$ cat src/hw/sws_pkg.sv
package sws_pkg;

    // register byte addresses
    localparam logic [4:0] SWS_SYNTH_LATCH_ADDR = 5'h00;
    localparam logic [4:0] SWS_XMIT_LATCH_ADDR = 5'h04;
    localparam logic [4:0] SWS_MEM_IF_ADDR = 5'h08;
    localparam logic [4:0] SWS_SERVICE_ADDR = 5'h0c;
    localparam logic [4:0] SWS_STATUS_ADDR = 5'h10;

    // synth latch fields
    localparam int SWS_SYN_SCLK_BIT = 0;
    localparam int SWS_SYN_SDATA_BIT = 1;
    localparam int SWS_SYN_TX_LOAD_N_BIT = 2;
    localparam int SWS_SYN_RX_LOAD_N_BIT = 3;
    // transmit latch fields
    localparam int SWS_XM_KEY_BIT = 0;
    localparam int SWS_XM_CARRIER_BIT = 1;
    // memory interface fields
    localparam int SWS_MEM_SCL_BIT = 0;
    localparam int SWS_MEM_SDA_LOW_BIT = 1;
    // status fields
    localparam int SWS_ST_TX_LOCK_BIT = 0;
    localparam int SWS_ST_RX_LOCK_BIT = 1;
    localparam int SWS_ST_CARRIER_BIT = 2;
    localparam int SWS_ST_SWITCH_N_BIT = 3;
    localparam int SWS_ST_JUMPER_BIT = 4;
    localparam int SWS_ST_SDA_BIT = 5;
    localparam int SWS_ST_UNLOCK_SEEN_BIT = 6;

    localparam logic [3:0] SWS_LATCH_RST = 4'h0;
    localparam logic [1:0] SWS_RESP_OKAY = 2'h0;
    localparam logic [1:0] SWS_RESP_SLVERR = 2'h2;

    // timing
    localparam int unsigned SWS_CLK_HZ = 25000000;
    localparam int unsigned SWS_POR_MS = 30;
    localparam int unsigned SWS_HOLD_MS = 100;
    localparam int unsigned SWS_PERIOD_MS = 150;
    localparam int unsigned SWS_POR_CYC = SWS_POR_MS * (SWS_CLK_HZ / 1000);
    localparam int unsigned SWS_HOLD_CYC = SWS_HOLD_MS * (SWS_CLK_HZ / 1000);
    localparam int unsigned SWS_RUN_CYC = (SWS_PERIOD_MS - SWS_HOLD_MS) * (SWS_CLK_HZ / 1000);

    typedef enum logic [2:0] {
        SWS_ST_POR = 3'b001,
        SWS_ST_HOLD = 3'b010,
        SWS_ST_RUN = 3'b100
    } sws_state_e;

endpackage

$ cat src/hw/sws_supervisor.sv
`timescale 1ns/1ps
module sws_supervisor
    import sws_pkg::*;
#(
    parameter int unsigned POR_CYCLES = SWS_POR_CYC,
    parameter int unsigned HOLD_CYCLES = SWS_HOLD_CYC,
    parameter int unsigned RUN_CYCLES = SWS_RUN_CYC,
    parameter int CNT_W = 24
) (
    input wire logic ref_clk_i,
    input wire logic rstn_i,
    input wire logic [4:0] s_axi_awaddr_i,
    input wire logic s_axi_awvalid_i,
    output logic s_axi_awready_o,
    input wire logic [31:0] s_axi_wdata_i,
    input wire logic [3:0] s_axi_wstrb_i,
    input wire logic s_axi_wvalid_i,
    output logic s_axi_wready_o,
    output logic [1:0] s_axi_bresp_o,
    output logic s_axi_bvalid_o,
    input wire logic s_axi_bready_i,
    input wire logic [4:0] s_axi_araddr_i,
    input wire logic s_axi_arvalid_i,
    output logic s_axi_arready_o,
    output logic [31:0] s_axi_rdata_o,
    output logic [1:0] s_axi_rresp_o,
    output logic s_axi_rvalid_o,
    input wire logic s_axi_rready_i,
    input wire logic supply_in_range_i,
    input wire logic watchdog_enable_jumper_i,
    input wire logic ext_reset_i,
    input wire logic tx_synth_locked_i,
    input wire logic rx_synth_locked_i,
    input wire logic carrier_detect_i,
    input wire logic output_disable_switch_n_i,
    input wire logic mem_sda_i,
    output logic supply_reset_n_o,
    output logic ctrl_reset_o,
    output logic mem_power_en_o,
    output logic mem_scl_o,
    output logic mem_sda_o,
    output logic mem_sda_oe_o,
    output logic synth_sclk_o,
    output logic synth_sdata_o,
    output logic tx_synth_load_n_o,
    output logic rx_synth_load_n_o,
    output logic transmit_key_n_o,
    output logic tx_on_indicator_o,
    output logic remote_power_monitor_o,
    output logic carrier_indicator_n_o,
    output logic receive_indicator_o,
    output logic fault_indicator_o,
    output logic fault_remote_o,
    output logic disable_indicator_o,
    output logic disable_remote_o,
    output logic tx_unlock_indicator_o,
    output logic rx_unlock_indicator_o
);

    // pin synchronisers
    logic [7:0] sync1_r;
    logic [7:0] sync2_r;
    always_ff @(posedge ref_clk_i or negedge rstn_i) begin
        if (!rstn_i) begin
            sync1_r <= 8'h00;
            sync2_r <= 8'h00;
        end else begin
            sync1_r <= {mem_sda_i, output_disable_switch_n_i, carrier_detect_i,
                        rx_synth_locked_i, tx_synth_locked_i, ext_reset_i,
                        watchdog_enable_jumper_i, supply_in_range_i};
            sync2_r <= sync1_r;
        end
    end
    wire supply_ok_s = sync2_r[0];
    wire jumper_s = sync2_r[1];
    wire ext_rst_s = sync2_r[2];
    wire tx_lock_s = sync2_r[3];
    wire rx_lock_s = sync2_r[4];
    wire carrier_s = sync2_r[5];
    wire switch_n_s = sync2_r[6];
    wire sda_s = sync2_r[7];

    // register bus write side
    logic aw_have_r;
    logic w_have_r;
    logic [4:0] awaddr_r;
    logic [31:0] wdata_r;
    logic wstrb0_r;
    logic bvalid_r;
    logic [1:0] bresp_r;
    logic arready_r;
    logic rvalid_r;
    logic [31:0] rdata_r;
    logic [1:0] rresp_r;

    function automatic logic mapped(input logic [4:0] a);
        return a == SWS_SYNTH_LATCH_ADDR || a == SWS_XMIT_LATCH_ADDR ||
               a == SWS_MEM_IF_ADDR || a == SWS_SERVICE_ADDR || a == SWS_STATUS_ADDR;
    endfunction

    wire wr_go = aw_have_r && w_have_r && !bvalid_r;
    wire wr_en = wr_go && wstrb0_r;
    wire wr_syn = wr_en && awaddr_r == SWS_SYNTH_LATCH_ADDR;
    wire wr_xm = wr_en && awaddr_r == SWS_XMIT_LATCH_ADDR;
    wire wr_mem = wr_en && awaddr_r == SWS_MEM_IF_ADDR;
    wire wr_st = wr_en && awaddr_r == SWS_STATUS_ADDR;
    // a write to the service address is the controller's watchdog pulse
    wire service = wr_en && awaddr_r == SWS_SERVICE_ADDR;

    always_ff @(posedge ref_clk_i or negedge rstn_i) begin
        if (!rstn_i) begin
            aw_have_r <= 1'b0;
            w_have_r <= 1'b0;
            awaddr_r <= 5'h00;
            wdata_r <= 32'h0000_0000;
            wstrb0_r <= 1'b0;
            bvalid_r <= 1'b0;
            bresp_r <= SWS_RESP_OKAY;
        end else begin
            if (s_axi_awvalid_i && !aw_have_r) begin
                aw_have_r <= 1'b1;
                awaddr_r <= {s_axi_awaddr_i[4:2], 2'b00};
            end
            if (s_axi_wvalid_i && !w_have_r) begin
                w_have_r <= 1'b1;
                wdata_r <= s_axi_wdata_i;
                wstrb0_r <= s_axi_wstrb_i[0];
            end
            if (wr_go) begin
                aw_have_r <= 1'b0;
                w_have_r <= 1'b0;
                bvalid_r <= 1'b1;
                bresp_r <= mapped(awaddr_r) ? SWS_RESP_OKAY : SWS_RESP_SLVERR;
            end else if (bvalid_r && s_axi_bready_i) begin
                bvalid_r <= 1'b0;
            end
        end
    end

    // watchdog and supply sequencer
    sws_state_e state_r;
    sws_state_e state_nxt;
    logic [CNT_W-1:0] cnt_r;
    logic [CNT_W-1:0] cnt_nxt;
    wire [CNT_W-1:0] cnt_inc = cnt_r + CNT_W'(1);
    wire por_done = cnt_r == CNT_W'(POR_CYCLES - 1);
    wire hold_done = cnt_r == CNT_W'(HOLD_CYCLES - 1);
    wire run_done = cnt_r == CNT_W'(RUN_CYCLES - 1);

    always_comb begin
        state_nxt = state_r;
        cnt_nxt = cnt_inc;
        if (!supply_ok_s) begin
            state_nxt = SWS_ST_POR;
            cnt_nxt = '0;
        end else begin
            unique case (state_r)
                SWS_ST_POR: begin
                    if (por_done) begin
                        state_nxt = SWS_ST_HOLD;
                        cnt_nxt = '0;
                    end
                end
                SWS_ST_HOLD: begin
                    if (ext_rst_s) begin
                        cnt_nxt = '0;
                    end else if (hold_done) begin
                        state_nxt = SWS_ST_RUN;
                        cnt_nxt = '0;
                    end
                end
                SWS_ST_RUN: begin
                    if (ext_rst_s) begin
                        state_nxt = SWS_ST_HOLD;
                        cnt_nxt = '0;
                    end else if (service || !jumper_s) begin
                        cnt_nxt = '0;
                    end else if (run_done) begin
                        state_nxt = SWS_ST_HOLD;
                        cnt_nxt = '0;
                    end
                end
                default: begin
                    state_nxt = SWS_ST_POR;
                    cnt_nxt = '0;
                end
            endcase
        end
    end

    wire reset_nxt = state_nxt != SWS_ST_RUN;
    logic supply_rst_n_r;
    logic ctrl_reset_r;
    always_ff @(posedge ref_clk_i or negedge rstn_i) begin
        if (!rstn_i) begin
            state_r <= SWS_ST_POR;
            cnt_r <= '0;
            supply_rst_n_r <= 1'b0;
            ctrl_reset_r <= 1'b1;
        end else begin
            state_r <= state_nxt;
            cnt_r <= cnt_nxt;
            supply_rst_n_r <= state_nxt != SWS_ST_POR;
            ctrl_reset_r <= reset_nxt;
        end
    end

    // controller output latches, cleared while the controller is in reset
    logic [3:0] syn_latch_r;
    logic [1:0] xm_latch_r;
    logic [1:0] mem_latch_r;
    logic unlock_seen_r;
    wire any_unlock = !tx_lock_s || !rx_lock_s;
    always_ff @(posedge ref_clk_i or negedge rstn_i) begin
        if (!rstn_i) begin
            syn_latch_r <= SWS_LATCH_RST;
            xm_latch_r <= SWS_LATCH_RST[1:0];
            mem_latch_r <= SWS_LATCH_RST[1:0];
            unlock_seen_r <= 1'b0;
        end else begin
            if (ctrl_reset_r) begin
                syn_latch_r <= SWS_LATCH_RST;
                xm_latch_r <= SWS_LATCH_RST[1:0];
                mem_latch_r <= SWS_LATCH_RST[1:0];
            end else begin
                if (wr_syn) syn_latch_r <= wdata_r[3:0];
                if (wr_xm) xm_latch_r <= wdata_r[1:0];
                if (wr_mem) mem_latch_r <= wdata_r[1:0];
            end
            // set beats a simultaneous write-one clear
            if (any_unlock) begin
                unlock_seen_r <= 1'b1;
            end else if (wr_st && wdata_r[SWS_ST_UNLOCK_SEEN_BIT]) begin
                unlock_seen_r <= 1'b0;
            end
        end
    end

    // read side
    wire [31:0] status_word = 32'({unlock_seen_r, sda_s, jumper_s, switch_n_s,
                                   carrier_s, rx_lock_s, tx_lock_s});
    logic [31:0] rd_mux;
    always_comb begin
        unique case ({s_axi_araddr_i[4:2], 2'b00})
            SWS_SYNTH_LATCH_ADDR: rd_mux = 32'(syn_latch_r);
            SWS_XMIT_LATCH_ADDR: rd_mux = 32'(xm_latch_r);
            SWS_MEM_IF_ADDR: rd_mux = 32'(mem_latch_r);
            SWS_STATUS_ADDR: rd_mux = status_word;
            default: rd_mux = 32'h0000_0000;
        endcase
    end
    wire ar_ok = mapped({s_axi_araddr_i[4:2], 2'b00});

    always_ff @(posedge ref_clk_i or negedge rstn_i) begin
        if (!rstn_i) begin
            arready_r <= 1'b0;
            rvalid_r <= 1'b0;
            rdata_r <= 32'h0000_0000;
            rresp_r <= SWS_RESP_OKAY;
        end else begin
            arready_r <= !rvalid_r && s_axi_arvalid_i && !arready_r;
            if (arready_r && s_axi_arvalid_i) begin
                rvalid_r <= 1'b1;
                rdata_r <= rd_mux;
                rresp_r <= ar_ok ? SWS_RESP_OKAY : SWS_RESP_SLVERR;
            end else if (rvalid_r && s_axi_rready_i) begin
                rvalid_r <= 1'b0;
            end
        end
    end

    // transmit gating: request, both locks, disable switch not asserted (switch_n_s high), not in reset
    wire key_nxt = xm_latch_r[SWS_XM_KEY_BIT] && tx_lock_s && rx_lock_s
                   && switch_n_s && !ctrl_reset_r;
    logic key_r;
    logic [1:0] unlock_r;
    logic disable_r;
    logic carrier_r;
    always_ff @(posedge ref_clk_i or negedge rstn_i) begin
        if (!rstn_i) begin
            key_r <= 1'b0;
            unlock_r <= 2'b00;
            disable_r <= 1'b0;
            carrier_r <= 1'b0;
        end else begin
            key_r <= key_nxt;
            unlock_r <= {!rx_lock_s, !tx_lock_s};
            disable_r <= !switch_n_s;
            carrier_r <= xm_latch_r[SWS_XM_CARRIER_BIT];
        end
    end

    assign s_axi_awready_o = !aw_have_r;
    assign s_axi_wready_o = !w_have_r;
    assign s_axi_bvalid_o = bvalid_r;
    assign s_axi_bresp_o = bresp_r;
    assign s_axi_arready_o = arready_r;
    assign s_axi_rvalid_o = rvalid_r;
    assign s_axi_rdata_o = rdata_r;
    assign s_axi_rresp_o = rresp_r;
    assign supply_reset_n_o = supply_rst_n_r;
    assign ctrl_reset_o = ctrl_reset_r;
    assign mem_power_en_o = !ctrl_reset_r;
    assign mem_scl_o = mem_latch_r[SWS_MEM_SCL_BIT];
    assign mem_sda_o = 1'b0;
    assign mem_sda_oe_o = mem_latch_r[SWS_MEM_SDA_LOW_BIT];
    assign synth_sclk_o = syn_latch_r[SWS_SYN_SCLK_BIT];
    assign synth_sdata_o = syn_latch_r[SWS_SYN_SDATA_BIT];
    assign tx_synth_load_n_o = syn_latch_r[SWS_SYN_TX_LOAD_N_BIT];
    assign rx_synth_load_n_o = syn_latch_r[SWS_SYN_RX_LOAD_N_BIT];
    assign transmit_key_n_o = !key_r;
    assign tx_on_indicator_o = key_r;
    assign remote_power_monitor_o = key_r;
    assign carrier_indicator_n_o = !carrier_r;
    assign receive_indicator_o = carrier_r;
    assign fault_indicator_o = ctrl_reset_r;
    assign fault_remote_o = ctrl_reset_r;
    assign disable_indicator_o = disable_r;
    assign disable_remote_o = disable_r;
    assign tx_unlock_indicator_o = unlock_r[0];
    assign rx_unlock_indicator_o = unlock_r[1];

    property p_mem_off;
        @(posedge ref_clk_i) disable iff (!rstn_i)
        ctrl_reset_o |-> !mem_power_en_o && fault_indicator_o && fault_remote_o;
    endproperty
    a_mem_off: assert property (p_mem_off) else $error("memory powered in reset");

    property p_timeout;
        @(posedge ref_clk_i) disable iff (!rstn_i)
        (state_r == SWS_ST_RUN && run_done && supply_ok_s && !ext_rst_s && jumper_s && !service)
        |=> state_r == SWS_ST_HOLD && ctrl_reset_o && cnt_r == '0;
    endproperty
    a_timeout: assert property (p_timeout) else $error("timeout did not reset");

    property p_por_len;
        @(posedge ref_clk_i) disable iff (!rstn_i)
        $rose(supply_reset_n_o) |-> $past(cnt_r) == CNT_W'(POR_CYCLES - 1);
    endproperty
    a_por_len: assert property (p_por_len) else $error("supply reset length wrong");

    property p_supply_forces;
        @(posedge ref_clk_i) disable iff (!rstn_i)
        !supply_ok_s |=> !supply_reset_n_o && ctrl_reset_o;
    endproperty
    a_supply_forces: assert property (p_supply_forces) else $error("dropout not reset");

    property p_hold_end;
        @(posedge ref_clk_i) disable iff (!rstn_i)
        $fell(ctrl_reset_o) |-> $past(cnt_r) == CNT_W'(HOLD_CYCLES - 1) && supply_reset_n_o;
    endproperty
    a_hold_end: assert property (p_hold_end) else $error("hold length wrong");

    property p_no_jumper;
        @(posedge ref_clk_i) disable iff (!rstn_i)
        (!jumper_s && state_r == SWS_ST_RUN && supply_ok_s && !ext_rst_s) |=> !ctrl_reset_o;
    endproperty
    a_no_jumper: assert property (p_no_jumper) else $error("reset without jumper");

    property p_key_gate;
        @(posedge ref_clk_i) disable iff (!rstn_i)
        !transmit_key_n_o |-> $past(tx_lock_s) && $past(rx_lock_s) && $past(switch_n_s)
                              && tx_on_indicator_o && remote_power_monitor_o;
    endproperty
    a_key_gate: assert property (p_key_gate) else $error("key while unsafe");

    property p_ext_reset;
        @(posedge ref_clk_i) disable iff (!rstn_i)
        ext_rst_s ##1 ext_rst_s |=> ctrl_reset_o;
    endproperty
    a_ext_reset: assert property (p_ext_reset) else $error("external reset ignored");

    property p_latch_clear;
        @(posedge ref_clk_i) disable iff (!rstn_i)
        // carrier indicator trails the cleared latch by one more flop
        ctrl_reset_o ##1 ctrl_reset_o ##1 ctrl_reset_o
        |-> syn_latch_r == SWS_LATCH_RST && carrier_indicator_n_o;
    endproperty
    a_latch_clear: assert property (p_latch_clear) else $error("latch not cleared");

endmodule // sws_supervisor

$ cat config.mk
export PLATFORM = sky130hd
export DESIGN_NAME = sws_supervisor
export DESIGN_NICKNAME = d
export VERILOG_FILES = /design/src/hw/sws_pkg.sv /design/src/hw/sws_supervisor.sv
export SDC_FILE = /design/constraint.sdc
export NUM_CORES = 1
export LEC_CHECK = 0
export BUFFER_PORTS_ARGS = -buffer_cell sky130_fd_sc_hd__buf_2
export CAP_MARGIN = 10
export CORE_AREA = 8 8 93 95
export CTS_CLUSTER_SIZE = 20
export DETAILED_ROUTE_END_ITERATION = 10
export DIE_AREA = 0 0 101 103
export MAX_ROUTING_LAYER = met4
export PLACE_DENSITY = 0.83
export SYNTH_ARGS = -nofsm -noshare
export SYNTH_HDL_FRONTEND = slang
export SYNTH_SLANG_ARGS = --single-unit
$ cat constraint.sdc
create_clock -name ref_clk_i -period 5.5 [get_ports ref_clk_i]
set_input_delay 0.275 -clock ref_clk_i [delete_from_list [all_inputs] [get_ports ref_clk_i]]
set_output_delay 0.275 -clock ref_clk_i [all_outputs]
set_load 0.005 [all_outputs]
[Word-level counts from Yosys, hierarchy flattened]
Cells that the tools add are included.
Storage, ports and cells
  bits in registers: 111
  input port bits: 61
  output and inout port bits: 62
  word-level logic and storage cells: 129
Operators by class
  add/subtract/negate cells: 1
  equality and inequality tests: 16
  mux-type cells: 35
  reduce and logical (&&, ||, !) cells: 52
Operator list (number)
  two-way mux 24 bit: 7
  one-hot mux 24 bit (3 select lines): 1
  one-hot mux 7 bit (4 select lines): 1
  adder 24 x 1 -> 24 bit, second input constant: 1
  equality test 24 x 20 -> 1 bit, second input constant: 1
  equality test 24 x 21 -> 1 bit, second input constant: 1
  equality test 24 x 22 -> 1 bit, second input constant: 1
  two-way mux 3 bit: 7
  logical AND 1 bit: 20
  nonzero test 2 bit: 8
  equality test 3 x 2 -> 1 bit, second input constant: 5
  zero test 1 bit: 12
  two-way mux 2 bit: 6
  logical OR 1 bit: 10
  two-way mux 1 bit: 10
  equality test 3 x 1 -> 1 bit, second input constant: 3
  equality test 3 bit, second input constant: 3
  one-hot mux 3 bit (3 select lines): 1
  two-way mux 4 bit: 2
  zero test 5 bit: 1
  zero test 3 bit: 1
  inequality test 3 x 1 -> 1 bit, second input constant: 1
  inequality test 3 bit, second input constant: 1

[Longest topological paths before layout]
  depth in word-level cells: 10
  gate-level depth with buffers: 7

[Worst setup path after synthesis]
No wires, ideal clock.
  kind: reg-to-reg
  start point: register cnt_r[5]
  end point: register ctrl_reset_r (netlist: ctrl_reset_o)
  library setup time: 0.082 ns
  arrival time: 2.462 ns
  required time: 5.418 ns
  path slack: 2.956 ns
  cell stages (with the launch flop): 7
  buffers on the path: 1
  cells stage by stage: dfrtp_1 > buf_6 > or4_4 > or4_4 > or3_1 > or3b_1 > a211o_1
Between the ends
  longest elaborated chain between the ends: 7
RTL lines
  start, declared: line sws_supervisor.sv:143  | logic [CNT_W-1:0] cnt_r;
  start signal, assigned: line sws_supervisor.sv:202  | cnt_r <= cnt_nxt;
  equality test 24 x 21 -> 1 bit: line sws_supervisor.sv:148  | wire run_done = cnt_r == CNT_W'(RUN_CYCLES - 1);
  two-way mux 3 bit: line sws_supervisor.sv:178  | end else if (run_done) begin
  two-way mux 3 bit: line sws_supervisor.sv:176  | end else if (service || !jumper_s) begin
  two-way mux 3 bit: line sws_supervisor.sv:173  | if (ext_rst_s) begin
  one-hot mux 3 bit (3 select lines) *: line sws_supervisor.sv:157  | unique case (state_r)
  two-way mux 3 bit *: line sws_supervisor.sv:153  | if (!supply_ok_s) begin
  inequality test 3 bit *: line sws_supervisor.sv:191  | wire reset_nxt = state_nxt != SWS_ST_RUN;
  named net reset_nxt: line sws_supervisor.sv:191
  end signal, assigned: line sws_supervisor.sv:204  | ctrl_reset_r <= reset_nxt;
  end, declared: line sws_supervisor.sv:193  | logic ctrl_reset_r;
The timed path passes the listed nets; every way through them passes the cells marked *.
A chain may end at the register's enable or synchronous reset.

[Worst setup path in the final report]
  start point: register cnt_r[11]
  end point: register cnt_r[9]
Between the ends
  longest elaborated chain between the ends: 6
RTL lines
  equality test 24 x 21 -> 1 bit: line sws_supervisor.sv:148
  two-way mux 24 bit: line sws_supervisor.sv:178
  two-way mux 24 bit: line sws_supervisor.sv:176
  two-way mux 24 bit: line sws_supervisor.sv:173
  one-hot mux 24 bit (3 select lines) *: line sws_supervisor.sv:157
  two-way mux 24 bit *: line sws_supervisor.sv:153
  named net cnt_nxt[9]: line sws_supervisor.sv:144  | logic [CNT_W-1:0] cnt_nxt;
Marks and branches as above.

==> out/qor.yml <==
synthesis:
  ys_seq_elements: 82
  synth_cell_types: 55
  syn_area_per_cell_um2: 10.8
  netlist_top_cells_area: "dfrtp_1, buf_4, nor2_1, xnor2_1, mux2_2"
  synth.most_common_cell: "dfrtp_1"
  synthCells: 348
  synth_warnings: 0
  yosysTopAreaCell: "dfrtp_1"
  syn_area_mm2: 0.00376
  ys_seq_area_share_pct: 54.7
  synthDominantCellAreaShare_pct: 53.3
  synthArstFlopShare_pct: 100
  ys.flop_type: "dfrtp_1"
  synth_edf_count: 0
  synth_commonest_cells: "dfrtp_1, nor2_1, buf_4"
routing:
  viasPerCell: 5.16
  drc: 0
  drt_iter0_drc: 156
  routed_wl_um: 7600
  drt_first_pass_iters: 4
  antenna_left: 0
  num_vias: 2615
  post_drt_wl_per_cell_um: 15.0
place:
  dp_slack_ns: 2.72
  dpl.cell_count: 491
  finalWeightedCongestion: 0.881
  placed_area_mm2: 0.00399
  port_buffers: 60
  hpwl_um: 5650
floorplan:
  fp.dieW_um: 101
  die_area_mm2: 0.0104
  core-area_mm2: 0.00714
  start_util_pct: 52.7
  rows: 31
  ios: 123
  die_h_um: 103
clock_tree:
  cts.sinks: 82
  htreeDepth: 3
  clock_path_buffers: 2
  insertion_delay_ns: 0.35
  clkTransAtPathRegs_ns: 0.09
  post-cts-setup-buffers: 0
  cts_buffers: 9
  ctsResizeCount: 0
  cts_tree: "yes"
  ctsHoldBuffers: 0
  clockRootBuffer: "clkbuf_8"
setup_path:
  startpoint_type: "flop"
  reg2reg_depth: 5
  max_stage_delay_ns: 0.69
  crit_buf_inv: 0
  path_cells: "or3_2 > or4_1 > o311ai_0 > o211a_1 > nor2_1"
  r2r-start: "cnt_r[11]$_DFF_PN0_"
  cp_data_arrival_time_ns: 3.00
  crit_family: "simple AND/OR/NAND/NOR gates"
  cp_num_cells: 5
  slowest_stage: "o211a_1"
  required_ns: 5.70
  cp-end-kind: "flop"
  crit_type: "flop to flop"
  path_max_fanout: 24
  critPathLaunch: "cnt_r[11]$_DFF_PN0_"
min_path:
  hold_path_depth: 1
  hold_path.startpoint: "mem_sda_i"
  hp-class: "primary input to flop"
timing:
  timing.slew.headroom_pct: 34.5
  hold_ws_ns: 0.0250
  worstMarginPinSlew_ns: 0.982
  timing_hold_violations_final: 0
  max_freq_mhz: 357
  drv_slew: 0
  rsz0062_at_grt: "false"
  timing.final.ws_setup_ns: 2.70
  period_share_pct: 51.0
  finClkSkew_ns: 0.00992
  period_minus_slack_ns: 2.80
  setup_viol: 0
  tns_ns: 0
layout:
  syn_to_final_growth_pct: 11.0
  final_area_mm2: 0.00417
  fin_util_pct: 58.4
  diodes: 0
  final_cell_count_no_fill: 507
  drive_above_1_share_pct: 23.8
  layout.nets: 465
grt:
  grt_pass1_vias: 2678
  grt_pass1_wl_um: 12500
  grt_overflow_total: 0
  antenna_found_initial: 0
  grt_max_degree: 83
  grt_use_total_pct: 15.6
power_and_ir_drop:
  p_per_area_mw_per_mm2: 309
  power_mw: 1.29
  p_leak_nw: 1.89
  vdd_drop_max_uv: 126
run_status:
  outcome: "completed"
run:
  maxCapViolCount: 0
## per-layer routing
| layer | wire length, µm | global-route usage (%) |
|---|---|---|
| met1 | 3210 | 17.6 |
| met2 | 3730 | 25.6 |
| met3 | 509 | 3.58 |
| met4 | 155 | 7.79 |
| met5 | 0 | - |
## where the power goes
part	total [mW]	internal (mW)	switching [mW]	leakage [nW]
registers	0.728	0.668	0.0607	1.05
clock network	0.389	0.167	0.222	0.0900
logic	0.173	0.0887	0.0844	0.743
## registers in the layout, indices dropped and copies added (netlist names), 2 cells and up
| register | flops |
|---|---|
| cnt_r | 24 |
| s_axi_rdata_o | 7 |
| state_r | 3 |
| syn_latch_r | 4 |
| wdata_r | 5 |
| sync2_r | 8 |
| awaddr_r | 3 |
| sync1_r | 8 |
| unlock_r | 2 |
| xm_latch_r | 2 |
| mem_latch_r | 2 |
## cell families after synthesis
logic type	after synthesis	synth area share [%]
and+or+nand+nor	130	18.5
DFF	82	54.7
buffers and inverters	59	9.39
AOI/OAI and AO/OA	31	5.63
xor gates and xnor gates	22	5.13
muxes	22	6.23
adders and majority gates	1	0.333
other	1	0.0998
## placed cells by master, fill, tap and decap left out, drive strengths merged, types with 4 or more instances in the layout
master,count
buf,60
clkbuf,9
clkinv,4
conb,28
dfrtp,80
inv,18
mux2,11
mux2i,11
nand2,18
nand3,11
nand4,6
nand4b,5
nor2,42
nor2b,7
nor3,8
nor3b,4
nor4,5
o21ai,12
or3,4
or4,4
xnor2,15
xor2,7
## path summary, 6_finish.rpt
path	slack (ns)	to
hold reg to reg	0.34	sync2_r[5]$_DFF_PN0_
hold / removal	0.02	sync1_r[7]$_DFF_PN0_
max in group asynchronous	4.77	sync2_r[3]$_DFF_PN0_
setup reg to reg	2.70	cnt_r[9]$_DFF_PN0_
min in group asynchronous	0.05	awaddr_r[4]$_DFFE_PN0P_
setup / recovery	2.70	cnt_r[9]$_DFF_PN0_
## cell type report
cell class | count | area (µm²)
inverters | 16 | 60.1
fillers | 610 | 2970
clock inverters | 7 | 52.6
flip-flops and latches | 82 | 2050
clock buffers | 9 | 124
repair buffers | 60 | 303
well taps | 99 | 124
multi-input cells | 234 | 1450
Note: power is estimated with default switching activity, not from simulation.
